File: config.mk
export PLATFORM = sky130hd
export DESIGN_NAME = serial_port_master_receive
export DESIGN_NICKNAME = d
export VERILOG_FILES = /design/src/rtl/spm_pkg.sv /design/src/rtl/spm_baud.sv /design/src/rtl/serial_port_master_receive.sv
export SDC_FILE = /design/constraint.sdc
export NUM_CORES = 1
export LEC_CHECK = 0
export ABC_CLOCK_PERIOD_IN_PS = 2500
export BUFFER_PORTS_ARGS = -buffer_cell sky130_fd_sc_hd__buf_2
export CELL_PAD_IN_SITES_DETAIL_PLACEMENT = 0
export CELL_PAD_IN_SITES_GLOBAL_PLACEMENT = 2
export CORE_ASPECT_RATIO = 0.6
export CORE_MARGIN = 2
export CORE_UTILIZATION = 37
export DETAILED_ROUTE_END_ITERATION = 10
export PLACE_DENSITY_LB_ADDON = 0.08
export SETUP_SLACK_MARGIN = 0.15
export SYNTH_ARGS = -nofsm -noshare
export SYNTH_HDL_FRONTEND = slang
export SYNTH_SLANG_ARGS = --single-unit
File: constraint.sdc
create_clock -name mclk -period 2.5 [get_ports mclk]
set_clock_uncertainty 0.05 [all_clocks]
set_input_delay 0.125 -clock mclk [delete_from_list [all_inputs] [get_ports mclk]]
set_output_delay 0.125 -clock mclk [all_outputs]
set_load 0.005 [all_outputs]
File: src/rtl/spm_pkg.sv
// package: register offsets, field positions, reset values and timing counts for the
// serial port master receive block. assumes an 8-bit plain register port.
package spm_pkg;
  localparam int          ADDR_W        = 3;
  localparam int          DATA_W        = 8;
  // register offsets
  localparam logic [2:0]  OFF_CTRL_TWO  = 3'h0;  // serial_control_two
  localparam logic [2:0]  OFF_CTRL_THR  = 3'h1;  // serial_control_three
  localparam logic [2:0]  OFF_STATUS    = 3'h2;  // sticky status, write one to clear; buffer-full cleared only by buffer read
  localparam logic [2:0]  OFF_MASK      = 3'h3;  // interrupt mask
  localparam logic [2:0]  OFF_BUF       = 3'h4;  // serial_data_buffer
  localparam logic [2:0]  OFF_BAUD      = 3'h5;  // baud reload
  // serial_control_two fields
  localparam int          C2_START      = 0;
  localparam int          C2_STOP       = 2;
  localparam int          C2_RCV        = 3;
  localparam int          C2_ACK_SEQUENCE_ENABLE      = 4;
  localparam int          C2_ACK_VALUE_TO_SEND      = 5;
  localparam int          C2_SLAVE_ACK_STATUS    = 6;
  // serial_control_three fields
  localparam int          C3_BUFFER_OVERWRITE_ENABLE       = 4;
  localparam int          C3_START_DETECT_IRQ_ENABLE       = 5;
  localparam int          C3_PCIE       = 6;
  localparam int          C3_ACK_TIME_STATUS     = 7;
  // status fields
  localparam int          ST_SIF        = 0;
  localparam int          ST_BF         = 1;
  localparam int          ST_OV         = 2;
  localparam int          ST_WRITE_COLLISION_FLAG       = 3;
  localparam int          ST_STARTDET   = 4;
  localparam int          ST_STOPDET    = 5;
  // reset values
  localparam logic [7:0]  RST_REG       = 8'h00;
  localparam logic [7:0]  RST_BAUD      = 8'h04;
  localparam logic [3:0]  RST_BITS      = 4'h0;
  localparam logic [3:0]  LAST_BIT      = 4'h8;  // ninth clock index
  localparam logic [3:0]  LAST_DATA     = 4'h7;
endpackage : spm_pkg

File: src/rtl/spm_baud.sv
// baud-rate generator: reload counter, pulses on rollover while running.
// assumes reload is stable while running.
module spm_baud (
  input  wire logic       mclk,
  input  wire logic       rst_n,
  input  wire logic       run,
  input  wire logic [7:0] reload,
  output logic            roll
);
  logic [7:0] cnt_ff;

  // count down, reload on zero
  always_ff @(posedge mclk) begin
    if (!rst_n || !run) begin
      cnt_ff <= spm_pkg::RST_REG;
    end else if (cnt_ff == 8'h00) begin
      cnt_ff <= reload;
    end else begin
      cnt_ff <= cnt_ff - 8'h01;
    end
  end

  assign roll = run && (cnt_ff == 8'h00);
endmodule // spm_baud

File: src/rtl/serial_port_master_receive.sv
// serial port master receive path: start, address out with ack sample,
// byte reception, master ack, status flags and interrupt.
// assumes scl and sda are open-drain pins resolved outside; inputs come from the pins.
// Function
// - receive-enable set while not idle is ignored.
// - each baud rollover toggles scl; each scl fall shifts one sda bit in.
// - after eighth fall clear enable, load buffer unless full with overwrite off, set flags, hold scl low.
// - buffer-full set on every shift-to-buffer transfer.
// - reading the buffer clears buffer-full.
// - byte completes while buffer-full set: set overflow.
// - buffer write during shifting sets collision, write dropped.
// - start request makes start condition, then sets interrupt flag.
// - buffer write of address starts shifting eight bits out.
// - sample slave ack into ack status bit.
// - interrupt flag at end of ninth address clock.
// - ack sequence clocks chosen ack out, then sets interrupt flag.
// - stop interrupt enable requests interrupt on detected stop.
module serial_port_master_receive (
  input  wire logic       mclk,
  input  wire logic       rst_n,
  input  wire logic [2:0] addr,
  input  wire logic [7:0] wdata,
  input  wire logic       wr,
  input  wire logic       rd,
  output logic      [7:0] rdata,
  input  wire logic       scl_in,
  output logic            scl_out,
  output logic            scl_oe_n,
  input  wire logic       sda_in,
  output logic            sda_out,
  output logic            sda_oe_n,
  output logic            irq
);
  typedef enum logic [5:0] {
    ST_IDLE  = 6'b000001,
    ST_START = 6'b000010,
    ST_ADDR  = 6'b000100,
    ST_RECV  = 6'b001000,
    ST_ACK   = 6'b010000,
    ST_STOP  = 6'b100000
  } state_t;

  state_t     state_ff;
  logic [7:0] ctl2_ff, ctl3_ff, stat_ff, mask_ff, buf_ff, baud_ff, shift_ff;
  logic [3:0] bit_ff;
  logic [1:0] phase_ff;    // start/stop sub-steps
  logic       scl_ff, sda_ff;
  logic [1:0] scl_sy_ff, sda_sy_ff;
  logic       sda_prev_ff;
  logic       roll;
  logic       run;
  logic       wr_buf, rd_buf, wr_c2;
  logic       ev_sif, ev_bf, ev_ov, ev_write_collision_flag, ev_sdet, ev_pdet, ack_smp;
  logic [7:0] set_v, clr_v;

  assign wr_buf = wr && (addr == spm_pkg::OFF_BUF);
  assign rd_buf = rd && (addr == spm_pkg::OFF_BUF);
  assign wr_c2  = wr && (addr == spm_pkg::OFF_CTRL_TWO);
  assign run    = (state_ff != ST_IDLE);

  spm_baud u_baud (
    .mclk   (mclk),
    .rst_n  (rst_n),
    .run    (run),
    .reload (baud_ff),
    .roll   (roll)
  );

  // pin synchronisers
  always_ff @(posedge mclk) begin
    if (!rst_n) begin
      scl_sy_ff   <= 2'h3;
      sda_sy_ff   <= 2'h3;
      sda_prev_ff <= 1'b1;
    end else begin
      scl_sy_ff   <= {scl_sy_ff[0], scl_in};
      sda_sy_ff   <= {sda_sy_ff[0], sda_in};
      sda_prev_ff <= sda_sy_ff[1];
    end
  end

  // bus start/stop detection while scl high
  assign ev_sdet = scl_sy_ff[1] && sda_prev_ff && !sda_sy_ff[1];
  assign ev_pdet = scl_sy_ff[1] && !sda_prev_ff && sda_sy_ff[1];

  // main sequencer
  always_ff @(posedge mclk) begin
    if (!rst_n) begin
      state_ff <= ST_IDLE;
      bit_ff   <= spm_pkg::RST_BITS;
      phase_ff <= 2'h0;
      scl_ff   <= 1'b1;
      sda_ff   <= 1'b1;
      shift_ff <= spm_pkg::RST_REG;
    end else begin
      unique case (state_ff)
        ST_IDLE: begin
          bit_ff   <= spm_pkg::RST_BITS;
          phase_ff <= 2'h0;
          if (wr_c2 && wdata[spm_pkg::C2_START]) begin
            state_ff <= ST_START;
          end else if (wr_c2 && wdata[spm_pkg::C2_STOP]) begin
            state_ff <= ST_STOP;
          end else if (wr_c2 && wdata[spm_pkg::C2_RCV]) begin
            state_ff <= ST_RECV;
            sda_ff   <= 1'b1;  // release while scl is low, no false stop
          end else if (wr_c2 && wdata[spm_pkg::C2_ACK_SEQUENCE_ENABLE]) begin
            state_ff <= ST_ACK;
            sda_ff   <= wdata[spm_pkg::C2_ACK_VALUE_TO_SEND];
          end else if (wr_buf) begin
            state_ff <= ST_ADDR;
            shift_ff <= wdata;
            sda_ff   <= wdata[7];
          end
        end
        ST_START: if (roll) begin
          phase_ff <= phase_ff + 2'h1;
          if (phase_ff == 2'h0) sda_ff <= 1'b1;
          if (phase_ff == 2'h1) scl_ff <= 1'b1;
          if (phase_ff == 2'h2) sda_ff <= 1'b0;
          if (phase_ff == 2'h3) begin
            scl_ff   <= 1'b0;
            state_ff <= ST_IDLE;
          end
        end
        ST_STOP: if (roll) begin
          phase_ff <= phase_ff + 2'h1;
          if (phase_ff == 2'h0) sda_ff <= 1'b0;
          if (phase_ff == 2'h1) scl_ff <= 1'b1;
          if (phase_ff == 2'h2) begin
            sda_ff   <= 1'b1;
            state_ff <= ST_IDLE;
          end
        end
        ST_ADDR: if (roll) begin
          scl_ff <= !scl_ff;
          if (scl_ff) begin
            bit_ff <= bit_ff + 4'h1;
            if (bit_ff == spm_pkg::LAST_BIT) begin
              state_ff <= ST_IDLE;
            end else begin
              shift_ff <= {shift_ff[6:0], 1'b0};
              sda_ff   <= (bit_ff == spm_pkg::LAST_DATA) ? 1'b1 : shift_ff[6];
            end
          end
        end
        ST_RECV: if (roll) begin
          scl_ff <= !scl_ff;
          if (!scl_ff) begin
            sda_ff <= 1'b1;
          end else begin
            shift_ff <= {shift_ff[6:0], sda_sy_ff[1]};
            bit_ff   <= bit_ff + 4'h1;
            if (bit_ff == spm_pkg::LAST_DATA) state_ff <= ST_IDLE;
          end
        end
        ST_ACK: if (roll) begin
          scl_ff <= !scl_ff;
          if (scl_ff) state_ff <= ST_IDLE;
        end
        default: state_ff <= ST_IDLE;
      endcase
    end
  end

  // completion events
  assign ack_smp = (state_ff == ST_ADDR) && roll && scl_ff && (bit_ff == spm_pkg::LAST_BIT);
  assign ev_bf   = (state_ff == ST_RECV) && roll && scl_ff && (bit_ff == spm_pkg::LAST_DATA);
  assign ev_sif  = ack_smp || ev_bf
                || ((state_ff == ST_START) && roll && (phase_ff == 2'h3))
                || ((state_ff == ST_STOP) && roll && (phase_ff == 2'h2))
                || ((state_ff == ST_ACK) && roll && scl_ff);
  assign ev_ov   = ev_bf && stat_ff[spm_pkg::ST_BF];
  assign ev_write_collision_flag = wr_buf && (state_ff != ST_IDLE);

  // data buffer
  always_ff @(posedge mclk) begin
    if (!rst_n) begin
      buf_ff <= spm_pkg::RST_REG;
    end else if (ev_bf && (!stat_ff[spm_pkg::ST_BF] || ctl3_ff[spm_pkg::C3_BUFFER_OVERWRITE_ENABLE])) begin
      buf_ff <= {shift_ff[6:0], sda_sy_ff[1]};
    end else if (wr_buf && (state_ff == ST_IDLE)) begin
      buf_ff <= wdata;
    end
  end

  // control registers; hardware clears receive and ack enables when done
  always_ff @(posedge mclk) begin
    if (!rst_n) begin
      ctl2_ff <= spm_pkg::RST_REG;
      ctl3_ff <= spm_pkg::RST_REG;
      mask_ff <= spm_pkg::RST_REG;
      baud_ff <= spm_pkg::RST_BAUD;
    end else begin
      if (wr_c2 && (state_ff == ST_IDLE)) begin
        ctl2_ff[5:0] <= wdata[5:0];
      end else if (state_ff == ST_IDLE) begin
        ctl2_ff[4:0] <= 5'h00;
      end
      if (ack_smp) ctl2_ff[spm_pkg::C2_SLAVE_ACK_STATUS] <= sda_sy_ff[1];
      if (wr && (addr == spm_pkg::OFF_CTRL_THR)) ctl3_ff[6:0] <= wdata[6:0];
      if (wr && (addr == spm_pkg::OFF_MASK)) mask_ff <= wdata;
      if (wr && (addr == spm_pkg::OFF_BAUD)) baud_ff <= wdata;
    end
  end

  // sticky status: set wins over clear, buffer-full cleared by buffer read
  always_comb begin
    set_v = 8'h00;
    set_v[spm_pkg::ST_SIF]      = ev_sif;
    set_v[spm_pkg::ST_BF]       = ev_bf;
    set_v[spm_pkg::ST_OV]       = ev_ov;
    set_v[spm_pkg::ST_WRITE_COLLISION_FLAG]     = ev_write_collision_flag;
    set_v[spm_pkg::ST_STARTDET] = ev_sdet && ctl3_ff[spm_pkg::C3_START_DETECT_IRQ_ENABLE];
    set_v[spm_pkg::ST_STOPDET]  = ev_pdet && ctl3_ff[spm_pkg::C3_PCIE];
    clr_v = (wr && (addr == spm_pkg::OFF_STATUS)) ? wdata : 8'h00;
    clr_v[spm_pkg::ST_BF] = rd_buf;
  end

  always_ff @(posedge mclk) begin
    if (!rst_n) begin
      stat_ff <= spm_pkg::RST_REG;
    end else begin
      stat_ff <= (stat_ff & ~clr_v) | set_v;
    end
  end

  // read port
  always_ff @(posedge mclk) begin
    if (!rst_n) begin
      rdata <= spm_pkg::RST_REG;
    end else if (rd) begin
      unique case (addr)
        spm_pkg::OFF_CTRL_TWO: rdata <= ctl2_ff;
        spm_pkg::OFF_CTRL_THR: rdata <= ctl3_ff;
        spm_pkg::OFF_STATUS:   rdata <= stat_ff;
        spm_pkg::OFF_MASK:     rdata <= mask_ff;
        spm_pkg::OFF_BUF:      rdata <= buf_ff;
        spm_pkg::OFF_BAUD:     rdata <= baud_ff;
        default:               rdata <= 8'h00;
      endcase
    end else begin
      rdata <= 8'h00;
    end
  end

  // open-drain pins: enable low drives a zero
  assign scl_out  = 1'b0;
  assign sda_out  = 1'b0;
  assign scl_oe_n = scl_ff;
  assign sda_oe_n = sda_ff;
  assign irq      = |(stat_ff & mask_ff & 8'h3d);

  // checks
  baud_hold_a: assert property (@(posedge mclk) disable iff (!rst_n)
    (state_ff == ST_RECV) && !roll |=> $stable(scl_ff))
    else $error("scl moved without rollover");
  recv_done_a: assert property (@(posedge mclk) disable iff (!rst_n)
    ev_bf |=> stat_ff[spm_pkg::ST_BF] && stat_ff[spm_pkg::ST_SIF] && !scl_ff)
    else $error("receive completion flags wrong");
  bf_clear_a: assert property (@(posedge mclk) disable iff (!rst_n)
    rd_buf && !ev_bf |=> !stat_ff[spm_pkg::ST_BF])
    else $error("buffer-full not cleared by read");
  ovf_set_a: assert property (@(posedge mclk) disable iff (!rst_n)
    ev_bf && stat_ff[spm_pkg::ST_BF] |=> stat_ff[spm_pkg::ST_OV])
    else $error("overflow not flagged");
  write_collision_flag_keep_a: assert property (@(posedge mclk) disable iff (!rst_n)
    ev_write_collision_flag |=> stat_ff[spm_pkg::ST_WRITE_COLLISION_FLAG] && $stable(buf_ff))
    else $error("collision write altered buffer");
  rcv_ignore_a: assert property (@(posedge mclk) disable iff (!rst_n)
    wr_c2 && (state_ff == ST_ADDR) && !roll |=> state_ff == ST_ADDR)
    else $error("busy request accepted");
  slave_ack_status_a: assert property (@(posedge mclk) disable iff (!rst_n)
    ack_smp |=> ctl2_ff[spm_pkg::C2_SLAVE_ACK_STATUS] == $past(sda_sy_ff[1]))
    else $error("ack status not stored");
  keep_old_a: assert property (@(posedge mclk) disable iff (!rst_n)
    ev_ov && !ctl3_ff[spm_pkg::C3_BUFFER_OVERWRITE_ENABLE] |=> $stable(buf_ff))
    else $error("buffer overwritten");
  start_gate_a: assert property (@(posedge mclk) disable iff (!rst_n)
    ev_sdet && !ctl3_ff[spm_pkg::C3_START_DETECT_IRQ_ENABLE] && !stat_ff[spm_pkg::ST_STARTDET]
    |=> !stat_ff[spm_pkg::ST_STARTDET])
    else $error("start detect flagged while disabled");
  recv_cov: cover property (@(posedge mclk) disable iff (!rst_n) ev_bf);
  addr_cov: cover property (@(posedge mclk) disable iff (!rst_n) ack_smp);
  ovf_cov:  cover property (@(posedge mclk) disable iff (!rst_n) ev_ov);
endmodule // serial_port_master_receive

# After elaboration in Yosys (flattened, before gate mapping)
# Index checks and enable logic that the tools add are counted.
# Widths: inputs -> output; s select.
[totals]
regBits = 88
ramBits = 0
input_bits = 17
wordCells = 203
rom_bits = 0
latch_bits = 0
memories = 0
output_inout_bits = 13
[classes]
eq_ne = 44
mux = 65
n_div = 0
add_sub_neg = 3
n_mul = 0
bitwise_logic = 4
shifts = 0
reduce_logical = 68
order_cmp = 0
[ops]
columns = ["cell", "count"]
rows = [
  ["$mux 6", 17],
  ["$mux 7", 10],
  ["$pmux 8 s6", 1],
  ["$pmux 6 s6", 1],
  ["$logic_and 1x1->1", 35],
  ["$mux 8", 4],
  ["$ne 2x2->1 const B", 15],
  ["$reduce_and 13->1", 2],
  ["$mux 1", 22],
  ["$pmux 7 s3", 1],
  ["$ne 2x1->1 const B", 8],
  ["$reduce_and 11->1", 1],
  ["$mux 5", 2],
  ["$and 8x8->8", 1],
  ["$logic_not 8->1", 1],
  ["$mux 4", 2],
  ["$not 8->8", 1],
  ["$or 8x6->8", 1],
  ["$pmux 4 s2", 1],
  ["$reduce_bool 2->1", 4],
  ["$sub 8x1->8 const B", 1],
  ["$and 6x6->6", 1],
  ["$eq 3x2->1 const B", 2],
  ["$eq 3x3->1 const B", 2],
  ["other kinds (33)", 48],
]

# Longest topological paths before layout
[logic_depth]
word_depth = 10
ltp_mapped = 8
ltp_nobuf = 7

# Modules after synthesis
# From an unflattened synthesis, not the netlist that was laid out.
[hier_totals]
hier_cells = 527
hier_area_um2 = 4540.6
[by_module_without_submodules]
columns = ["mod", "cells_each", "seq_area_each_um2", "instances", "area_each_um2"]
rows = [
  ["serial_port_master_receive", 475, 1601.5, 1, 4081.4],
  ["spm_baud", 52, 160.2, 1, 459.2],
]

# Least setup slack after synthesis
# No wires, ideal clock.
[synth_path]
path_kind = "flip-flop to flip-flop"
startpoint = "reg u_baud.cnt_ff[0]"
endpoint = "reg shift_ff[1]"
slack_ns = 0.574
required_ns = 2.380
path_stages_with_launch = 8
n_path_buf = 0
arrival_time_ns = 1.806
setup_ns = 0.070
synth_period_minus_slack_ns = 1.926
path_cell_list = "dfxtp_1 inv_1 ha_1 nor3b_1 and2_1 a31oi_4 or3_1 a21oi_1"
[synth_via]
elab_chain_cells = 4
word_cells_on_any_way = 5
cone_classes = "eq/ne (2); reduce/logical (3)"
[synth_rtl]
columns = ["item", "line", "text"]
rows = [
  ["start: declaration", "spm_baud.sv:10", "logic [7:0] cnt_ff;"],
  ["start signal: assignment", "spm_baud.sv:15", "cnt_ff <= spm_pkg::RST_REG;"],
  ["start signal: assignment", "spm_baud.sv:17", "cnt_ff <= reload;"],
  ["start signal: assignment", "spm_baud.sv:19", "cnt_ff <= cnt_ff - 8'h01;"],
  ["$logic_not 8->1 *", "spm_baud.sv:23", "assign roll = run && (cnt_ff == 8'h00);"],
  ["$logic_and 1x1->1 *", "spm_baud.sv:23", ""],
  ["$ne 2x2->1 (no source line)", "-", ""],
  ["$reduce_and 11->1 (no source line) *", "-", ""],
  ["end signal: assignment", "serial_port_master_receive.sv:94", "shift_ff <= spm_pkg::RST_REG;"],
  ["end signal: assignment", "serial_port_master_receive.sv:112", "shift_ff <= wdata;"],
  ["end signal: assignment", "serial_port_master_receive.sv:142", "shift_ff <= {shift_ff[6:0], 1'b0};"],
  ["end: declaration", "serial_port_master_receive.sv:44", "logic [7:0] ctl2_ff, ctl3_ff, stat_ff, mask_ff, buf_ff, baud_ff, shift_ff;"],
]
# Mark *: on every way between the ends. The rest lies on a longest branch, timed or not.
# A chain may end at the register's enable or synchronous reset.

# Final worst setup path
[layout_path]
startpoint = "reg state_ff[1]"
endpoint = "reg sda_ff, in the netlist sda_oe_n"
[layout_via]
elab_chain_cells = 4
word_cells_on_any_way = 22
cone_classes = "eq/ne (18); mux (1); reduce/logical (3)"
[layout_rtl]
columns = ["item", "line", "text"]
rows = [
  ["start: declaration", "serial_port_master_receive.sv:43", "state_t state_ff;"],
  ["start signal: assignment", "serial_port_master_receive.sv:89", "state_ff <= ST_IDLE;"],
  ["start signal: assignment", "serial_port_master_receive.sv:101", "state_ff <= ST_START;"],
  ["start signal: assignment", "serial_port_master_receive.sv:103", "state_ff <= ST_STOP;"],
  ["$ne 6x1->1", "serial_port_master_receive.sv:59", "assign run = (state_ff != ST_IDLE);"],
  ["$logic_and 1x1->1", "spm_baud.sv:23", ""],
  ["$ne 2x2->1 (no source line)", "-", ""],
  ["$reduce_and 13->1 (no source line)", "-", ""],
  ["end signal: assignment", "serial_port_master_receive.sv:109", "sda_ff <= wdata[spm_pkg::C2_ACK_VALUE_TO_SEND];"],
  ["end signal: assignment", "serial_port_master_receive.sv:113", "sda_ff <= wdata[7];"],
  ["end signal: assignment", "serial_port_master_receive.sv:143", "sda_ff <= (bit_ff == spm_pkg::LAST_DATA) ? 1'b1 : shift_ff[6];"],
  ["end: declaration", "serial_port_master_receive.sv:47", "logic scl_ff, sda_ff;"],
]
# Several ways; a longest one is shown, not always the timed one.

==> impl_summary.txt <==
----------------------------------------------------
[Run status]
  Run status ... completed

[Floorplanning]
  Core outline area ... 12,000 um^2
  Die height ... 89.9 um
  Effective utilization at floorplan ... 0.379
  Number of placement rows ... 31
  Die Footprint ... 13,200 um^2
  # IOs ... 30
  Die X ... 147 um

[Min path]
  Worst hold endpoint ... stat_ff[7]$_SDFF_PN0_
  Depth of the worst hold-timing path ... 2
  Kind of path behind the tightest hold check ... primary input to flip-flop
  HP Start ... wdata[7]

[Flow run]
  Number of max-cap violations ... 0

[Clock network]
  Root buf cell ... sky130_fd_sc_hd__clkbuf_16
  TritonCTS clock tree ... yes
  Clock buffers created by TritonCTS ... 9
  Reg clk slew, reported paths ... approximately 0.070 ns
  Skew-Pair Late Insertion Delay ... between 0.3 and 0.4 ns
  # clock sinks ... 88
  Number of H-tree branching levels ... 3
  CTS Buffer Depth ... 2

[Setup path]
  Critical path peak fanout ... 12
  Launch instance of the worst register-to-register path ... state_ff[1]$_SDFFE_PN0P_
  CP Buf/Inv Count ... 0
  Type of the setup path with the least slack ... flip-flop to flip-flop
  Crit-path leading delay family ... simple AND/OR/NAND/NOR gates
  Setup crit start kind ... flip-flop
  Slowest stage cell, crit path ... sky130_fd_sc_hd__a2111oi_2
  Data arrival time at the worst-slack endpoint ... 2.48 ns
  Required time worst endpoint ... around 2.7 ns
  Crit-path cells ... nor4_4 -> nand2_2 -> a2111oi_2 -> o21ai_1 -> mux2i_1
  Register-to-Register Path Depth ... 5
  Worst stage delay on the critical path ... 0.60 ns
  Nature of the critical path endpoint ... flip-flop
  Worst R2R Setup Slack ... about 0.17 ns
  Worst r2r dst ... sda_oe_n$_SDFFE_PN1P_

[Yosys]
  Post-synthesis instance total ... 549
  Post-synthesis async set-or-reset flop share ... 0
  Synth Area in Compound Gates ... 0.193
  Synth top area cells ... sky130_fd_sc_hd__dfxtp_1 39%, sky130_fd_sc_hd__mux2i_1 6.6%, sky130_fd_sc_hd__a21oi_1 5.5%, sky130_fd_sc_hd__nand2_1 5.4%, sky130_fd_sc_hd__nor2_1 5.4%
  Portion of netlist area occupied by mux cells ... 0.0857
  Avg Synthesized Cell Area ... approximately 8.3 um^2
  Fraction of the mapped netlist area in adder cells ... 0.0220
  Simple-Gate Fraction of Synth Area ... 0.238
  Yosys top cell area share ... 0.387
  Main combinational cell family by area after synthesis ... simple AND/OR/NAND/NOR gates
  Cell accounting for the most synthesized area ... sky130_fd_sc_hd__dfxtp_1
  Sequential-to-total area share from yosys stat ... 0.387
  Number of flops mapped to enable cells by yosys ... 0
  Cell area after synthesis ... 4550 um^2
  Yosys warning total ... 0
  Flip-flop and latch count after synthesis ... 88
  Yosys cell types ... 66
  Synth Area in XOR/XNOR ... 0.0154
  Most instantiated flip-flop cell in the synthesis netlist ... sky130_fd_sc_hd__dfxtp_1

[Detailed routing]
  Detailed-route wire length per cell ... 19.4 um
  Drt pass-1 iters ... 5
  Routed Wire Length ... roughly 14,000 um
  Avg Vias per Cell ... 5.45
  Number of routed nets with antenna violations ... 0
  First-iteration detailed-routing DRC count ... 306
  Via total after detailed routing ... 4,040
  DRC viols ... 0

[Placed design]
  Post-detailed-placement half-perimeter wirelength ... 10,500 um
  Buffers on Ports ... 27
  Post-place setup slack ... 0.220 ns
  RePlAce Congestion ... 0.845
  Instance area at placement ... 4850 um^2

[Cells and area]
  Total non-filler cell area in the finished layout ... 5140 um^2
  Fill cell count ... 1,229
  Number of diodes added for antenna fixing ... 0
  Post-synthesis to final-layout area growth ... 13.0%
  Number of nets at the end of the flow ... 596
  Fraction of layout instances using a drive strength above 1 ... 0.148
  Combined flip-flop and latch cell area ... between 1500 and 2000 um^2
  Area of the multi-input gates ... 2530 um^2

[Timing]
  Final Worst Setup Slack ... roughly 0.17 ns
  Worst max-slew margin expressed relative to the limit ... 0.560
  Final sum of negative setup slack ... 0 ns
  Max-slew violation total from the final report ... 0
  Achievable clock frequency ... between 400 and 500 MHz
  Final worst path period need ... about 2.3 ns
  Count of endpoints failing hold in the final timing report ... 0
  Least-Margin Pin Slew ... 0.658 ns
  Endpoints failing setup ... 0
  RSZ-0062 raised after global routing ... yes
  Fraction of the cycle the final worst path needs ... 0.930

[Global routing]
  Overflow left after global routing ... 0
  Global-route wire length before repair ... 22,600 um
  Total global routing track utilization ... 0.223
  Number of global-route vias before repair ... 3,781
  Initial antenna violation count ... 0
  Maximum number of pins on one net before global-route repair ... 29

[Power]
  Power per Cell Area ... between 600 and 700 nW/um^2
  Lkg Pwr ... 0.00198 uW
  Worst vdd rail ir drop ... ~0.34 mV
  Post-layout power ... 3200 uW

----------------------------------------------------
## where the power goes
part,switching (uW),internal [uW],total [uW]
clock,596,678,1270
sequential,38.6,1440,1480
combinational,292,155,447
total,927,2270,3200
## state kept, by name, indices dropped and copies added, names as in the netlist, 7 cells and up
register,count
baud_ff,8
buf_ff,8
ctl2_ff,7
ctl3_ff,7
mask_ff,8
rdata,8
shift_ff,7
stat_ff,8
u_baud.cnt_ff,8
## cell families after synthesis
logic type	Yosys count
xor gates and xnor gates	8
AOI/OAI and AO/OA	134
DFF	88
buffers and inverters	57
muxes	38
other	1
adders and majority gates	8
and+or+nand+nor	215
## Yosys cell counts (6+ instances only)
| cell | instances |
|---|---|
| sky130_fd_sc_hd__dfxtp_1 | 88 |
| sky130_fd_sc_hd__nand2_1 | 66 |
| sky130_fd_sc_hd__nor2_1 | 65 |
| sky130_fd_sc_hd__a21oi_1 | 50 |
| sky130_fd_sc_hd__mux2i_1 | 30 |
| sky130_fd_sc_hd__a211oi_1 | 20 |
| sky130_fd_sc_hd__nand3_1 | 20 |
| sky130_fd_sc_hd__clkbuf_1 | 19 |
| sky130_fd_sc_hd__inv_1 | 18 |
| sky130_fd_sc_hd__o21ai_0 | 14 |
| sky130_fd_sc_hd__buf_2 | 11 |
| sky130_fd_sc_hd__a22oi_1 | 10 |
| sky130_fd_sc_hd__ha_1 | 8 |
| sky130_fd_sc_hd__mux2_2 | 8 |
| sky130_fd_sc_hd__nor2b_1 | 8 |
| sky130_fd_sc_hd__or3_1 | 8 |
| sky130_fd_sc_hd__nand2b_1 | 7 |
| sky130_fd_sc_hd__nor3_1 | 6 |
| sky130_fd_sc_hd__o21ai_1 | 6 |
## area by class of cell
type	count	share of cell area
Clock inverter	6	0.00876
Tap cell	165	0.0401
Inverter	19	0.0139
Multi-Input combinational cell	405	0.492
Timing Repair Buffer	48	0.0579
Sequential cell	88	0.343
Clock buffer	10	0.0445
## worst max path at each step
stage	start	end	cells past startpoint
final	state_ff[1]$_SDFFE_PN0P_	sda_oe_n$_SDFFE_PN1P_	5
after global routing	state_ff[1]$_SDFFE_PN0P_	sda_oe_n$_SDFFE_PN1P_	5
after CTS	state_ff[3]$_SDFFE_PN0P_	sda_oe_n$_SDFFE_PN1P_	5
after detailed placement	state_ff[1]$_SDFFE_PN0P_	sda_oe_n$_SDFFE_PN1P_	5
after global placement	state_ff[3]$_SDFFE_PN0P_	sda_oe_n$_SDFFE_PN1P_	5
after floorplan	u_baud.cnt_ff[0]$_SDFF_PP0_	shift_ff[1]$_SDFFE_PN0P_	7
## stage by stage
step	hold WS, ns	instances	util
final	0.0519	741	0.428
after global routing	0.0655	741	0.428
after CTS	0.0434	741	0.428
after detailed placement	0.260	723	0.403
after global placement	0.258	723	0.403
after floorplan	0.162	550	-
## what timing repair did
item                       4_1_cts  5_1_grt
hold buffers                     2        0
gates resized for setup          0        2
setup buffers                    0        0
setup endpoints to repair        0       10
hold endpoints to repair         2        0
## cell usage in the layout, fill, tap and decap left out, types with 4 or more instances in the layout
cell type / n
sky130_fd_sc_hd__nor3_1: 6
sky130_fd_sc_hd__nand2_1: 66
sky130_fd_sc_hd__mux2_2: 8
sky130_fd_sc_hd__mux2i_1: 30
sky130_fd_sc_hd__a22oi_1: 10
sky130_fd_sc_hd__a211oi_1: 20
sky130_fd_sc_hd__buf_2: 27
sky130_fd_sc_hd__xnor2_1: 5
sky130_fd_sc_hd__nand2b_1: 7
sky130_fd_sc_hd__nand4_1: 4
sky130_fd_sc_hd__or3_1: 8
sky130_fd_sc_hd__inv_1: 18
sky130_fd_sc_hd__nand3_1: 20
sky130_fd_sc_hd__clkbuf_16: 9
sky130_fd_sc_hd__a21oi_1: 50
sky130_fd_sc_hd__dfxtp_1: 87
sky130_fd_sc_hd__a31oi_1: 5
sky130_fd_sc_hd__ha_1: 8
sky130_fd_sc_hd__nor2b_1: 8
sky130_fd_sc_hd__nor2_1: 65
sky130_fd_sc_hd__buf_4: 19
sky130_fd_sc_hd__and3_1: 5
sky130_fd_sc_hd__o21ai_1: 6
sky130_fd_sc_hd__o21ai_0: 14
sky130_fd_sc_hd__a311oi_1: 4
## per-layer routing
metal | track usage | wire length [um] | share of wire
met1 | 0.362 | 7890 | 0.55
met3 | 0.0416 | 812 | 0.056
met5 | 0 | 0 | 0
met2 | 0.296 | 5520 | 0.38
met4 | 0.0505 | 151 | 0.011
Power figures use the tool's default switching activity.
